`src/core/swi_pkg.sv`:
```
/*
 * Constants, register map and types of the sleep/wake interrupt control block.
 * Assumes a 32-bit classic Wishbone bus with byte addresses and a 100 MHz clock.
 */
// Behaviour
// - Hold bit clear: any Sleep/Wake transition flushes the whole FIFO.
// - Hold bit set: transition keeps FIFO contents, refuses samples until host empties it.
// - Held FIFO still unemptied when a sample arrives sets gate error, held while unemptied.
// - Host clears gate error by emptying the FIFO; device then drops the flag.
// - Transient wake bit keeps transient detection running and waking during Sleep.
// - Orientation wake bit keeps orientation detection running and waking during Sleep.
// - Tap wake bit keeps tap detection running and waking during Sleep.
// - Freefall/motion wake bit keeps that detection running and waking during Sleep.
// - Vector-magnitude wake bit keeps that detector running and waking during Sleep.
// - Polarity bit: both interrupt pins active low at 0, active high at 1.
// - Drive bit: both interrupt pins push-pull at 0, open-drain at 1.
// - Any change of output sample rate flushes the FIFO.
// - Auto-sleep enabled: each transition resets debounce counters; it flushes the FIFO only while the hold bit is clear.
package swi_pkg;

  localparam int SWI_AW = 8;
  localparam int SWI_DW = 32;
  localparam int SWI_NFUNC = 5;
  localparam int SWI_RATE_W = 3;
  localparam int SWI_NIRQ = 3;

  // Byte addresses of the registers.
  localparam logic [SWI_AW-1:0] SWI_ADDR_CTRL = 8'h2c;
  localparam logic [SWI_AW-1:0] SWI_ADDR_ISTAT = 8'h30;
  localparam logic [SWI_AW-1:0] SWI_ADDR_IMASK = 8'h34;
  localparam logic [SWI_AW-1:0] SWI_ADDR_STATE = 8'h38;
  localparam logic [SWI_AW-1:0] SWI_ADDR_CFG = 8'h3c;

  localparam logic [7:0] SWI_CTRL_RST = 8'h00;
  localparam logic [SWI_NIRQ-1:0] SWI_IRQ_RST = 3'h0;

  // Interrupt status and mask bit positions.
  localparam int SWI_IRQ_WAKE = 0;
  localparam int SWI_IRQ_GERR = 1;
  localparam int SWI_IRQ_FLUSH = 2;

  // State register bit positions.
  localparam int SWI_ST_GERR = 0;
  localparam int SWI_ST_HELD = 1;
  localparam int SWI_ST_SLEEP = 2;

  // Configuration register bit position.
  localparam int SWI_CFG_ASLP = 0;

  // Function enable / event vector order.
  localparam int SWI_F_VECM = 0;
  localparam int SWI_F_FFMT = 1;
  localparam int SWI_F_TAP = 2;
  localparam int SWI_F_ORIENT = 3;
  localparam int SWI_F_TRANS = 4;

  typedef struct packed {
    logic fifo_hold;
    logic [SWI_NFUNC-1:0] wake_en;
    logic irq_polarity;
    logic irq_output_drive_type;
  } swi_ctrl_t;

  typedef struct packed {
    logic o;
    logic oe;
  } swi_pin_t;

  typedef enum logic [1:0] {
    SWI_GATE_OPEN = 2'b00,
    SWI_GATE_HELD = 2'b01,
    SWI_GATE_ERR = 2'b10
  } swi_gate_t;

endpackage

```
`src/core/swi_sleep_wake_irq_control.sv`:
```
/*
 * Sleep/wake gating of event functions, interrupt pin drive and FIFO gate control.
 * Assumes event, sleep, rate and FIFO signals come from logic on the same clock.
 */
// Chosen here: register access over Wishbone.
`timescale 1ns/1ns
`default_nettype none

module swi_sleep_wake_irq_control
  import swi_pkg::*;
(
  input wire logic clock,
  input wire logic resetn,
  input wire logic wb_cyc_i,
  input wire logic wb_stb_i,
  input wire logic wb_we_i,
  input wire logic [SWI_AW-1:0] wb_adr_i,
  input wire logic [3:0] wb_sel_i,
  input wire logic [SWI_DW-1:0] wb_dat_i,
  output logic [SWI_DW-1:0] wb_dat_o,
  output logic wb_ack_o,
  output logic irq_o,
  input wire logic sleep_mode,
  input wire logic [SWI_RATE_W-1:0] output_sample_rate,
  input wire logic [SWI_NFUNC-1:0] func_event,
  input wire logic irq_one_pending,
  input wire logic irq_two_pending,
  input wire logic sample_valid,
  input wire logic fifo_empty,
  output logic sample_write,
  output logic fifo_flush,
  output logic debounce_reset,
  output logic [SWI_NFUNC-1:0] func_active,
  output logic wake_request,
  output logic irq_line_one_o,
  output logic irq_line_one_oe,
  output logic irq_line_two_o,
  output logic irq_line_two_oe
);

  ////////////////////////////////////////////////////////////////////////////
  // Register bus.

  swi_ctrl_t ctrl_ff, nxt_ctrl;
  logic aslp_en_ff, nxt_aslp_en;
  logic [SWI_NIRQ-1:0] istat_ff, nxt_istat;
  logic [SWI_NIRQ-1:0] imask_ff, nxt_imask;
  logic wb_ack_ff, nxt_wb_ack;
  logic [SWI_DW-1:0] wb_dat_ff, nxt_wb_dat;
  logic irq_ff, nxt_irq;
  logic [SWI_NIRQ-1:0] irq_set;
  swi_gate_t gate_ff, nxt_gate;
  logic sleep_ff;

  logic bus_req;
  logic wr_lane0;

  always_comb begin
    bus_req = wb_cyc_i & wb_stb_i & ~wb_ack_ff;
    wr_lane0 = bus_req & wb_we_i & wb_sel_i[0];
    nxt_wb_ack = bus_req;
    nxt_ctrl = ctrl_ff;
    nxt_aslp_en = aslp_en_ff;
    nxt_imask = imask_ff;
    nxt_wb_dat = wb_dat_ff;
    // Read data is cleared after the ack so stale values never linger on the bus.
    if (wb_ack_ff) begin
      nxt_wb_dat = '0;
    end
    if (wr_lane0) begin
      case (wb_adr_i)
        SWI_ADDR_CTRL: begin
          nxt_ctrl = swi_ctrl_t'(wb_dat_i[7:0]);
        end
        SWI_ADDR_IMASK: begin
          nxt_imask = wb_dat_i[SWI_NIRQ-1:0];
        end
        SWI_ADDR_CFG: begin
          nxt_aslp_en = wb_dat_i[SWI_CFG_ASLP];
        end
        default: begin
        end
      endcase
    end
    if (bus_req & ~wb_we_i) begin
      nxt_wb_dat = '0;
      case (wb_adr_i)
        SWI_ADDR_CTRL: begin
          nxt_wb_dat[7:0] = ctrl_ff;
        end
        SWI_ADDR_ISTAT: begin
          nxt_wb_dat[SWI_NIRQ-1:0] = istat_ff;
        end
        SWI_ADDR_IMASK: begin
          nxt_wb_dat[SWI_NIRQ-1:0] = imask_ff;
        end
        SWI_ADDR_STATE: begin
          nxt_wb_dat[SWI_ST_GERR] = (gate_ff == SWI_GATE_ERR);
          nxt_wb_dat[SWI_ST_HELD] = (gate_ff != SWI_GATE_OPEN);
          nxt_wb_dat[SWI_ST_SLEEP] = sleep_ff;
        end
        SWI_ADDR_CFG: begin
          nxt_wb_dat[SWI_CFG_ASLP] = aslp_en_ff;
        end
        default: begin
        end
      endcase
    end
  end

  always_ff @(posedge clock) begin
    if (!resetn) begin
      ctrl_ff <= swi_ctrl_t'(SWI_CTRL_RST);
      aslp_en_ff <= 1'b0;
      imask_ff <= SWI_IRQ_RST;
      wb_ack_ff <= 1'b0;
      wb_dat_ff <= '0;
    end else begin
      ctrl_ff <= nxt_ctrl;
      aslp_en_ff <= nxt_aslp_en;
      imask_ff <= nxt_imask;
      wb_ack_ff <= nxt_wb_ack;
      wb_dat_ff <= nxt_wb_dat;
    end
  end

  assign wb_ack_o = wb_ack_ff;
  assign wb_dat_o = wb_dat_ff;

  ////////////////////////////////////////////////////////////////////////////
  // Interrupt status, read to clear; a set in the clearing cycle survives.

  logic istat_rd;

  always_comb begin
    istat_rd = bus_req & ~wb_we_i & (wb_adr_i == SWI_ADDR_ISTAT);
    nxt_istat = istat_ff;
    if (istat_rd) begin
      nxt_istat = '0;
    end
    nxt_istat = nxt_istat | irq_set;
    nxt_irq = |(nxt_istat & imask_ff);
  end

  always_ff @(posedge clock) begin
    if (!resetn) begin
      istat_ff <= SWI_IRQ_RST;
      irq_ff <= 1'b0;
    end else begin
      istat_ff <= nxt_istat;
      irq_ff <= nxt_irq;
    end
  end

  assign irq_o = irq_ff;

  ////////////////////////////////////////////////////////////////////////////
  // Sleep/Wake gating of the event functions.

  logic [SWI_NFUNC-1:0] func_active_ff, nxt_func_active;
  logic wake_req_ff, nxt_wake_req;
  logic [SWI_NFUNC-1:0] wake_hit;

  generate
    for (genvar f = 0; f < SWI_NFUNC; f++) begin : g_func
      always_comb begin
        // A function runs while awake, and in Sleep only if its wake bit is set.
        nxt_func_active[f] = ~sleep_mode | ctrl_ff.wake_en[f];
        wake_hit[f] = sleep_mode & ctrl_ff.wake_en[f] & func_event[f];
      end
    end
  endgenerate

  always_comb begin
    nxt_wake_req = |wake_hit;
  end

  always_ff @(posedge clock) begin
    if (!resetn) begin
      func_active_ff <= '1;
      wake_req_ff <= 1'b0;
    end else begin
      func_active_ff <= nxt_func_active;
      wake_req_ff <= nxt_wake_req;
    end
  end

  assign func_active = func_active_ff;
  assign wake_request = wake_req_ff;

  ////////////////////////////////////////////////////////////////////////////
  // FIFO flush and gate.

  logic [SWI_RATE_W-1:0] rate_ff;
  logic flush_ff, nxt_flush;
  logic dbr_ff, nxt_dbr;
  logic swr_ff, nxt_swr;
  logic mode_change;
  logic rate_change;

  always_comb begin
    mode_change = sleep_mode ^ sleep_ff;
    rate_change = output_sample_rate != rate_ff;
    nxt_gate = gate_ff;
    nxt_dbr = mode_change & aslp_en_ff;
    // The hold bit overrides the auto-sleep flush so that held data is kept.
    nxt_flush = rate_change
      | (mode_change & ~ctrl_ff.fifo_hold);
    case (gate_ff)
      SWI_GATE_OPEN: begin
        if (mode_change & ctrl_ff.fifo_hold & ~fifo_empty & ~rate_change) begin
          nxt_gate = SWI_GATE_HELD;
        end
      end
      SWI_GATE_HELD: begin
        if (fifo_empty | rate_change) begin
          nxt_gate = SWI_GATE_OPEN;
        end else if (sample_valid) begin
          nxt_gate = SWI_GATE_ERR;
        end
      end
      SWI_GATE_ERR: begin
        if (fifo_empty | rate_change) begin
          nxt_gate = SWI_GATE_OPEN;
        end
      end
      default: begin
        nxt_gate = SWI_GATE_OPEN;
      end
    endcase
    // Samples are refused while held, in the cycle the gate closes and in the cycle a flush is issued.
    // A sample that meets the transition itself would otherwise slip in behind the held data.
    nxt_swr = sample_valid & (gate_ff == SWI_GATE_OPEN) & (nxt_gate == SWI_GATE_OPEN) & ~nxt_flush;
    irq_set = '0;
    irq_set[SWI_IRQ_WAKE] = nxt_wake_req;
    irq_set[SWI_IRQ_GERR] = (nxt_gate == SWI_GATE_ERR) & (gate_ff != SWI_GATE_ERR);
    irq_set[SWI_IRQ_FLUSH] = nxt_flush;
  end

  always_ff @(posedge clock) begin
    if (!resetn) begin
      sleep_ff <= 1'b0;
      rate_ff <= '0;
      gate_ff <= SWI_GATE_OPEN;
      flush_ff <= 1'b0;
      dbr_ff <= 1'b0;
      swr_ff <= 1'b0;
    end else begin
      sleep_ff <= sleep_mode;
      rate_ff <= output_sample_rate;
      gate_ff <= nxt_gate;
      flush_ff <= nxt_flush;
      dbr_ff <= nxt_dbr;
      swr_ff <= nxt_swr;
    end
  end

  assign fifo_flush = flush_ff;
  assign debounce_reset = dbr_ff;
  assign sample_write = swr_ff;

  ////////////////////////////////////////////////////////////////////////////
  // Interrupt pin drive.

  swi_pin_t pin_one_ff, nxt_pin_one;
  swi_pin_t pin_two_ff, nxt_pin_two;

  function automatic swi_pin_t swi_drive(input logic pend, input swi_ctrl_t c);
    swi_pin_t p;
    p.o = pend ~^ c.irq_polarity;
    p.oe = 1'b1;
    if (c.irq_output_drive_type) begin
      // Open drain: only the asserted level is driven, else released.
      p.o = c.irq_polarity;
      p.oe = pend;
    end
    return p;
  endfunction

  always_comb begin
    nxt_pin_one = swi_drive(irq_one_pending, ctrl_ff);
    nxt_pin_two = swi_drive(irq_two_pending, ctrl_ff);
  end

  always_ff @(posedge clock) begin
    if (!resetn) begin
      // Reset value is push-pull, active low, deasserted.
      pin_one_ff <= '{o: 1'b1, oe: 1'b1};
      pin_two_ff <= '{o: 1'b1, oe: 1'b1};
    end else begin
      pin_one_ff <= nxt_pin_one;
      pin_two_ff <= nxt_pin_two;
    end
  end

  assign irq_line_one_o = pin_one_ff.o;
  assign irq_line_one_oe = pin_one_ff.oe;
  assign irq_line_two_o = pin_two_ff.o;
  assign irq_line_two_oe = pin_two_ff.oe;

endmodule

`default_nettype wire

```
`config.mk`:
```
export PLATFORM = sky130hd
export DESIGN_NAME = swi_sleep_wake_irq_control
export DESIGN_NICKNAME = d
export VERILOG_FILES = /design/src/core/swi_pkg.sv /design/src/core/swi_sleep_wake_irq_control.sv
export SDC_FILE = /design/constraint.sdc
export NUM_CORES = 1
export LEC_CHECK = 0
export BUFFER_PORTS_ARGS = -buffer_cell sky130_fd_sc_hd__buf_2
export CELL_PAD_IN_SITES_DETAIL_PLACEMENT = 1
export CELL_PAD_IN_SITES_GLOBAL_PLACEMENT = 2
export CORE_UTILIZATION = 26
export CTS_CLUSTER_SIZE = 12
export DETAILED_ROUTE_END_ITERATION = 7
export GPL_TIMING_DRIVEN = 0
export PLACE_DENSITY = 0.81
export SLEW_MARGIN = 20
export SYNTH_ARGS = -nofsm -noshare
export SYNTH_HDL_FRONTEND = slang
export SYNTH_SLANG_ARGS = --single-unit
```
`constraint.sdc`:
```
create_clock -name clock -period 3.21 [get_ports clock]
set_clock_uncertainty 0.15 [all_clocks]
set_input_delay 0 -clock clock [delete_from_list [all_inputs] [get_ports clock]]
set_output_delay 0 -clock clock [all_outputs]
set_load 0.05 [all_outputs]
```
After elaboration in Yosys (flattened, before gate mapping)
Index checks and enable logic that the tools add are counted.

cells by class
  equal/unequal tests = 10
  mux-type cells = 13
  reduce and logical (&&, ||, !) cells = 10
  bitwise operators = 44

operators with widths
  cell                  number
  $eq A8 B6 Y1 const B  5
  $and A1 B1 Y1         25
  $mux W8               2
  $mux W2               6
  $pmux W2 S4           1
  $reduce_and A2 Y1     4
  $not A1 Y1            7
  $or A1 B1 Y1          7
  $pmux W2 S3           1
  $mux W5               1
  $pmux W1 S5           1
  $reduce_or A5 Y1      1
  $eq A2 B2 Y1 const B  2
  $logic_not A2 Y1      2
  $reduce_bool A2 Y1    2
  $and A3 B3 Y3         1
  $mux W3               1
  $ne A3 B3 Y1          1
  $or A3 B3 Y3          1
  $reduce_or A3 Y1      1
  $eq A2 B1 Y1 const B  1
  $ne A2 B2 Y1 const B  1
  $xnor A1 B1 Y1        2
  $xor A1 B1 Y1         1

word-level totals
  output and inout port bits = 47
  register bits after elaboration = 44
  logic and storage cells = 99
  bits of input ports = 62

Longest topological paths before layout
  depth in word-level cells = 11
  mapped depth = 6
  depth with buffers taken out = 4

Least setup slack after synthesis
No wires, ideal clock.

  path type = register -> register
  start = register wb_ack_ff, in the netlist wb_ack_o
  end = register irq_ff, in the netlist irq_o
  data arrival time = 1.560 ns
  path slack = 1.359 ns
  clock period less this slack = 1.851 ns
  data required time = 2.919 ns
  cell stages (with the launch flop) = 6
  path buffers = 1
  library setup time = 0.141 ns
  cells stage by stage = dfxtp_1 > nor4bb_1 > clkbuf_1 > nand4_1 > a21oi_1 > o311ai_0

between the ends
  cells in the longest elaborated chain, start to end = 8

RTL lines
  item                        RTL line                           text
  start, declared             swi_sleep_wake_irq_control.sv:48   logic wb_ack_ff, nxt_wb_ack;
  start signal, assigned      swi_sleep_wake_irq_control.sv:122  wb_ack_ff <= nxt_wb_ack;
  $not A1 Y1                  swi_sleep_wake_irq_control.sv:59   bus_req = wb_cyc_i & wb_stb_i & ~wb_ack_ff;
  $and A1 B1 Y1               swi_sleep_wake_irq_control.sv:59
  $and A1 B1 Y1 (2 in a row)  swi_sleep_wake_irq_control.sv:136  istat_rd = bus_req & ~wb_we_i & (wb_adr_i == SWI_ADDR_ISTAT);
  $mux W3                     swi_sleep_wake_irq_control.sv:138  if (istat_rd) begin
  $or A3 B3 Y3                swi_sleep_wake_irq_control.sv:141  nxt_istat = nxt_istat | irq_set;
  $and A3 B3 Y3               swi_sleep_wake_irq_control.sv:142  nxt_irq = |(nxt_istat & imask_ff);
  $reduce_or A3 Y1            swi_sleep_wake_irq_control.sv:142
  end signal, assigned        swi_sleep_wake_irq_control.sv:151  irq_ff <= nxt_irq;
  end, declared               swi_sleep_wake_irq_control.sv:50   logic irq_ff, nxt_irq;

No other way between the ends.
A chain may end at the register's enable or synchronous reset.

Worst setup path in the final report
  start = input wb_adr_i[6]
  end = register imask_ff[1]

between the ends
  cells in the longest elaborated chain, start to end = 2

RTL lines
  item                         RTL line                           text
  start, declared              swi_sleep_wake_irq_control.sv:17   input wire logic [SWI_AW-1:0] wb_adr_i,
  $eq A8 B6 Y1                 swi_sleep_wake_irq_control.sv:71   case (wb_adr_i)
  $reduce_and A2 Y1 (no line)  -
  end signal, assigned         swi_sleep_wake_irq_control.sv:121  imask_ff <= nxt_imask;
  end, declared                swi_sleep_wake_irq_control.sv:47   logic [SWI_NIRQ-1:0] imask_ff, nxt_imask;

No other way between the ends.

==> impl_metrics.env <==
export IMPL_r2r_slack_ns=1.08
export IMPL_hold_viol_final=0
export IMPL_cts_root_buffer="clkbuf_8"
export IMPL_hold_end="wake_request"
export IMPL_endpoint_kind="flip-flop"
export IMPL_synth_seq_cells=44
export IMPL_clock_path_buffers=2
export IMPL_power_density_mw_per_mm2=424
export IMPL_start_kind="input pin"
export IMPL_clock_sinks=44
export IMPL_synth_area_leader_cell="dfxtp_1"
export IMPL_async_reset_ff_share_pct=0
export IMPL_post_cts_resized=0
export IMPL_grt_pass1_wl_um=9670
export IMPL_synthTopCellsByArea="dfxtp_1, buf_4, a21oi_1, nand3_1, a32oi_1"
export IMPL_ys_seq_area_share_pct=43.1
export IMPL_max_freq_mhz=460
export IMPL_worstSkewPairLatency_ns=0.30
export IMPL_switching_share_pct=28.8
export IMPL_final_nets=399
export IMPL_core_area_mm2=0.00741
export IMPL_synthMostInstantiatedCell="dfxtp_1"
export IMPL_synth_edf_count=0
export IMPL_synth_area_per_cell_um2=8.92
export IMPL_antenna_found_initial=0
export IMPL_place_hpwl_um=4410
export IMPL_final_util_pct=38.7
export IMPL_grt_max_degree=16
export IMPL_combPwrFrac_pct=18.0
export IMPL_rsz0062_at_grt="false"
export IMPL_holdPathStages=3
export IMPL_die_x_um=90.6
export IMPL_ant_nets=0
export IMPL_place_congestion=0.818
export IMPL_setup_viol=0
export IMPL_synth_common_cells="dfxtp_1, buf_4, a21oi_1, nand3_1"
export IMPL_syn_area_mm2=0.00204
export IMPL_power_frac_clock_pct=36.1
export IMPL_power_frac_seq_pct=46.0
export IMPL_diodes=0
export IMPL_cts_tree="done"
export IMPL_wire_per_inst_um=13.6
export IMPL_reg2reg_to="irq_o"
export IMPL_cts_buffers=5
export IMPL_drc_errors=0
export IMPL_yosysWarnings=0
export IMPL_internal_power_uw=865
export IMPL_syn2layout_area_growth_pct=40.4
export IMPL_place_area_mm2=0.00253
export IMPL_vias_per_cell=4.64
export IMPL_grt_pass1_vias=1961
export IMPL_yosysTopAreaCellShare_pct=43.1
export IMPL_top_level_ports=109
export IMPL_yosysUniqueCellTypes=45
export IMPL_synth_ff_type="dfxtp_1"
export IMPL_htreeDepth=2
export IMPL_status="finished clean"
export IMPL_post_route_min_period_ns=2.18
export IMPL_peakVddDrop_mv=0.182
export IMPL_p_leak_uw=0.00123
export IMPL_dieArea_mm2=0.00821
export IMPL_drt_total_wl_um=5940
export IMPL_vias=2026
export IMPL_hp_class="in2reg"
export IMPL_reg2reg_from="wb_ack_o"
export IMPL_power_uw=1220
export IMPL_grt_overflow_total=0
export IMPL_p_switching_uw=351
export IMPL_worstMarginPinSlew_ns=1.05
export IMPL_fin_crit_sh_pct=67.8
export IMPL_design_area_mm2=0.00287
export IMPL_crit_path_max_fanout=6
export IMPL_synthCells=229
export IMPL_numPortBuffers=56
export IMPL_rows=31
export IMPL_grt_usage_pct=14.7
export IMPL_fin_tns_setup_ns=0
export IMPL_drtIter0Drc=39
export IMPL_drive_gt1_share_pct=29.9
export IMPL_start_util_pct=27.6
export IMPL_firstDrtPassIters=4
export IMPL_die_h_um=90.6
export IMPL_worst_ep_arrival_time_ns=2.26
export IMPL_slew_headroom_pct=29.9
export IMPL_cap_violations=0
export IMPL_clk_pin_slew_ns=0.09
export IMPL_final_max_slew_viol_count=0
export IMPL_hold_start="func_event[0]"
export IMPL_critPathKind="in2reg"
export IMPL_rr_worst_depth=5
export IMPL_cp_required_ns=3.29
-- layout make-up --
class,count,area (um^2)
clock buffer,5,68.8
fill,903,4540
inverter,8,30.0
tap,99,124
sequential,44,881
multi-input combinational,167,1000
buffer,33,218
timing repair buffer,78,500
clock inverter,3,46.3
-- cell usage in the layout (no fill, tap or decap), types with 3 or more instances in the layout --
cell type and instances:
dfxtp_1 44, a32oi_1 7, buf_2 59, o21ai_0 12, and3_1 3, or3_1 3, conb_1 24, xnor2_1 5
and3b_1 3, dlygate4sd3_1 22, nor2_1 12, a22oi_1 4, or2_2 5, nand4_1 4, nor2b_1 3, clkbuf_8 5
clkbuf_1 6, and2_1 8, nand3_1 16, nand2_1 7, o21ai_1 3, a21oi_1 16, buf_4 24, inv_1 8
-- kinds of logic after synthesis --
logic type	Yosys count	synth area share, %
AOI/OAI and AO/OA	55	17.3
xor gates and xnor gates	6	2.57
buffers and inverters	41	12.1
DFF	44	43.1
muxes	2	0.980
other	1	0.184
and+or+nand+nor	80	23.7
-- metal layers --
| layer | up-vias | GRT usage (%) | wire length [um] |
|---|---|---|---|
| met3 | 6 | 2.78 | 268 |
| li1 | 998 | - | - |
| met2 | 54 | 25.8 | 3000 |
| met4 | 0 | 3.63 | 59 |
| met5 | - | 0 | 0 |
| met1 | 968 | 18.4 | 2610 |
-- power groups by stage --
stage          Combinational, uW  Sequential [uW]  Clock (uW)
2_1_floorplan                126              594           0
3_3_place_gp                 197              572           0
3_5_place_dp                 198              572           0
4_1_cts                      218              559         452
5_1_grt                      233              560         474
6_report                     218              559         438
-- per-stage QoR --
stage                     hold slack, ns  instances  worst slack, ns
final                            0.00929        437             1.03
after floorplan                  -0.0441        252             1.36
after global placement            0.0616        407             1.11
after CTS                        0.00739        437             1.03
after global routing              0.0314        437            0.882
after detailed placement          0.0702        407             1.07
-- critical path, stage by stage --
cell	delay (ns)
dlygate4sd3_1	0.53
buf_2	0.16
nand4bb_1	0.22
nor4_1	0.42
dlygate4sd3_1	0.67
nand3_1	0.09
a21oi_1	0.15
-- worst max-delay path by stage --
stage | startpoint | to | slack [ns] | cells after the start
after floorplan | wb_ack_o | irq_o | 1.36 | 5
after global placement | wb_ack_o | irq_o | 1.11 | 5
after detailed placement | wb_ack_o | irq_o | 1.07 | 5
after CTS | wb_ack_o | irq_o | 1.03 | 5
after global routing | wb_ack_o | irq_o | 0.88 | 5
final | wb_adr_i[6] | imask_ff[1] | 1.03 | 7
-- repair_timing --
item                      CTS  global route
hold buffers               22             0
setup buffers               0             0
hold endpoints to repair   27             0
-- state kept, by name (all words and copies together), names as in the netlist --
signal           cells
ctrl_ff              8
wb_dat_o             8
func_active          5
imask_ff             3
istat_ff             3
rate_ff              3
gate_ff              2
aslp_en_ff           1
debounce_reset       1
fifo_flush           1
irq_line_one_o       1
irq_line_one_oe      1
irq_line_two_o       1
irq_line_two_oe      1
irq_o                1
sample_write         1
sleep_ff             1
wake_request         1
wb_ack_o             1
Note: power is estimated with default switching activity, not from simulation.
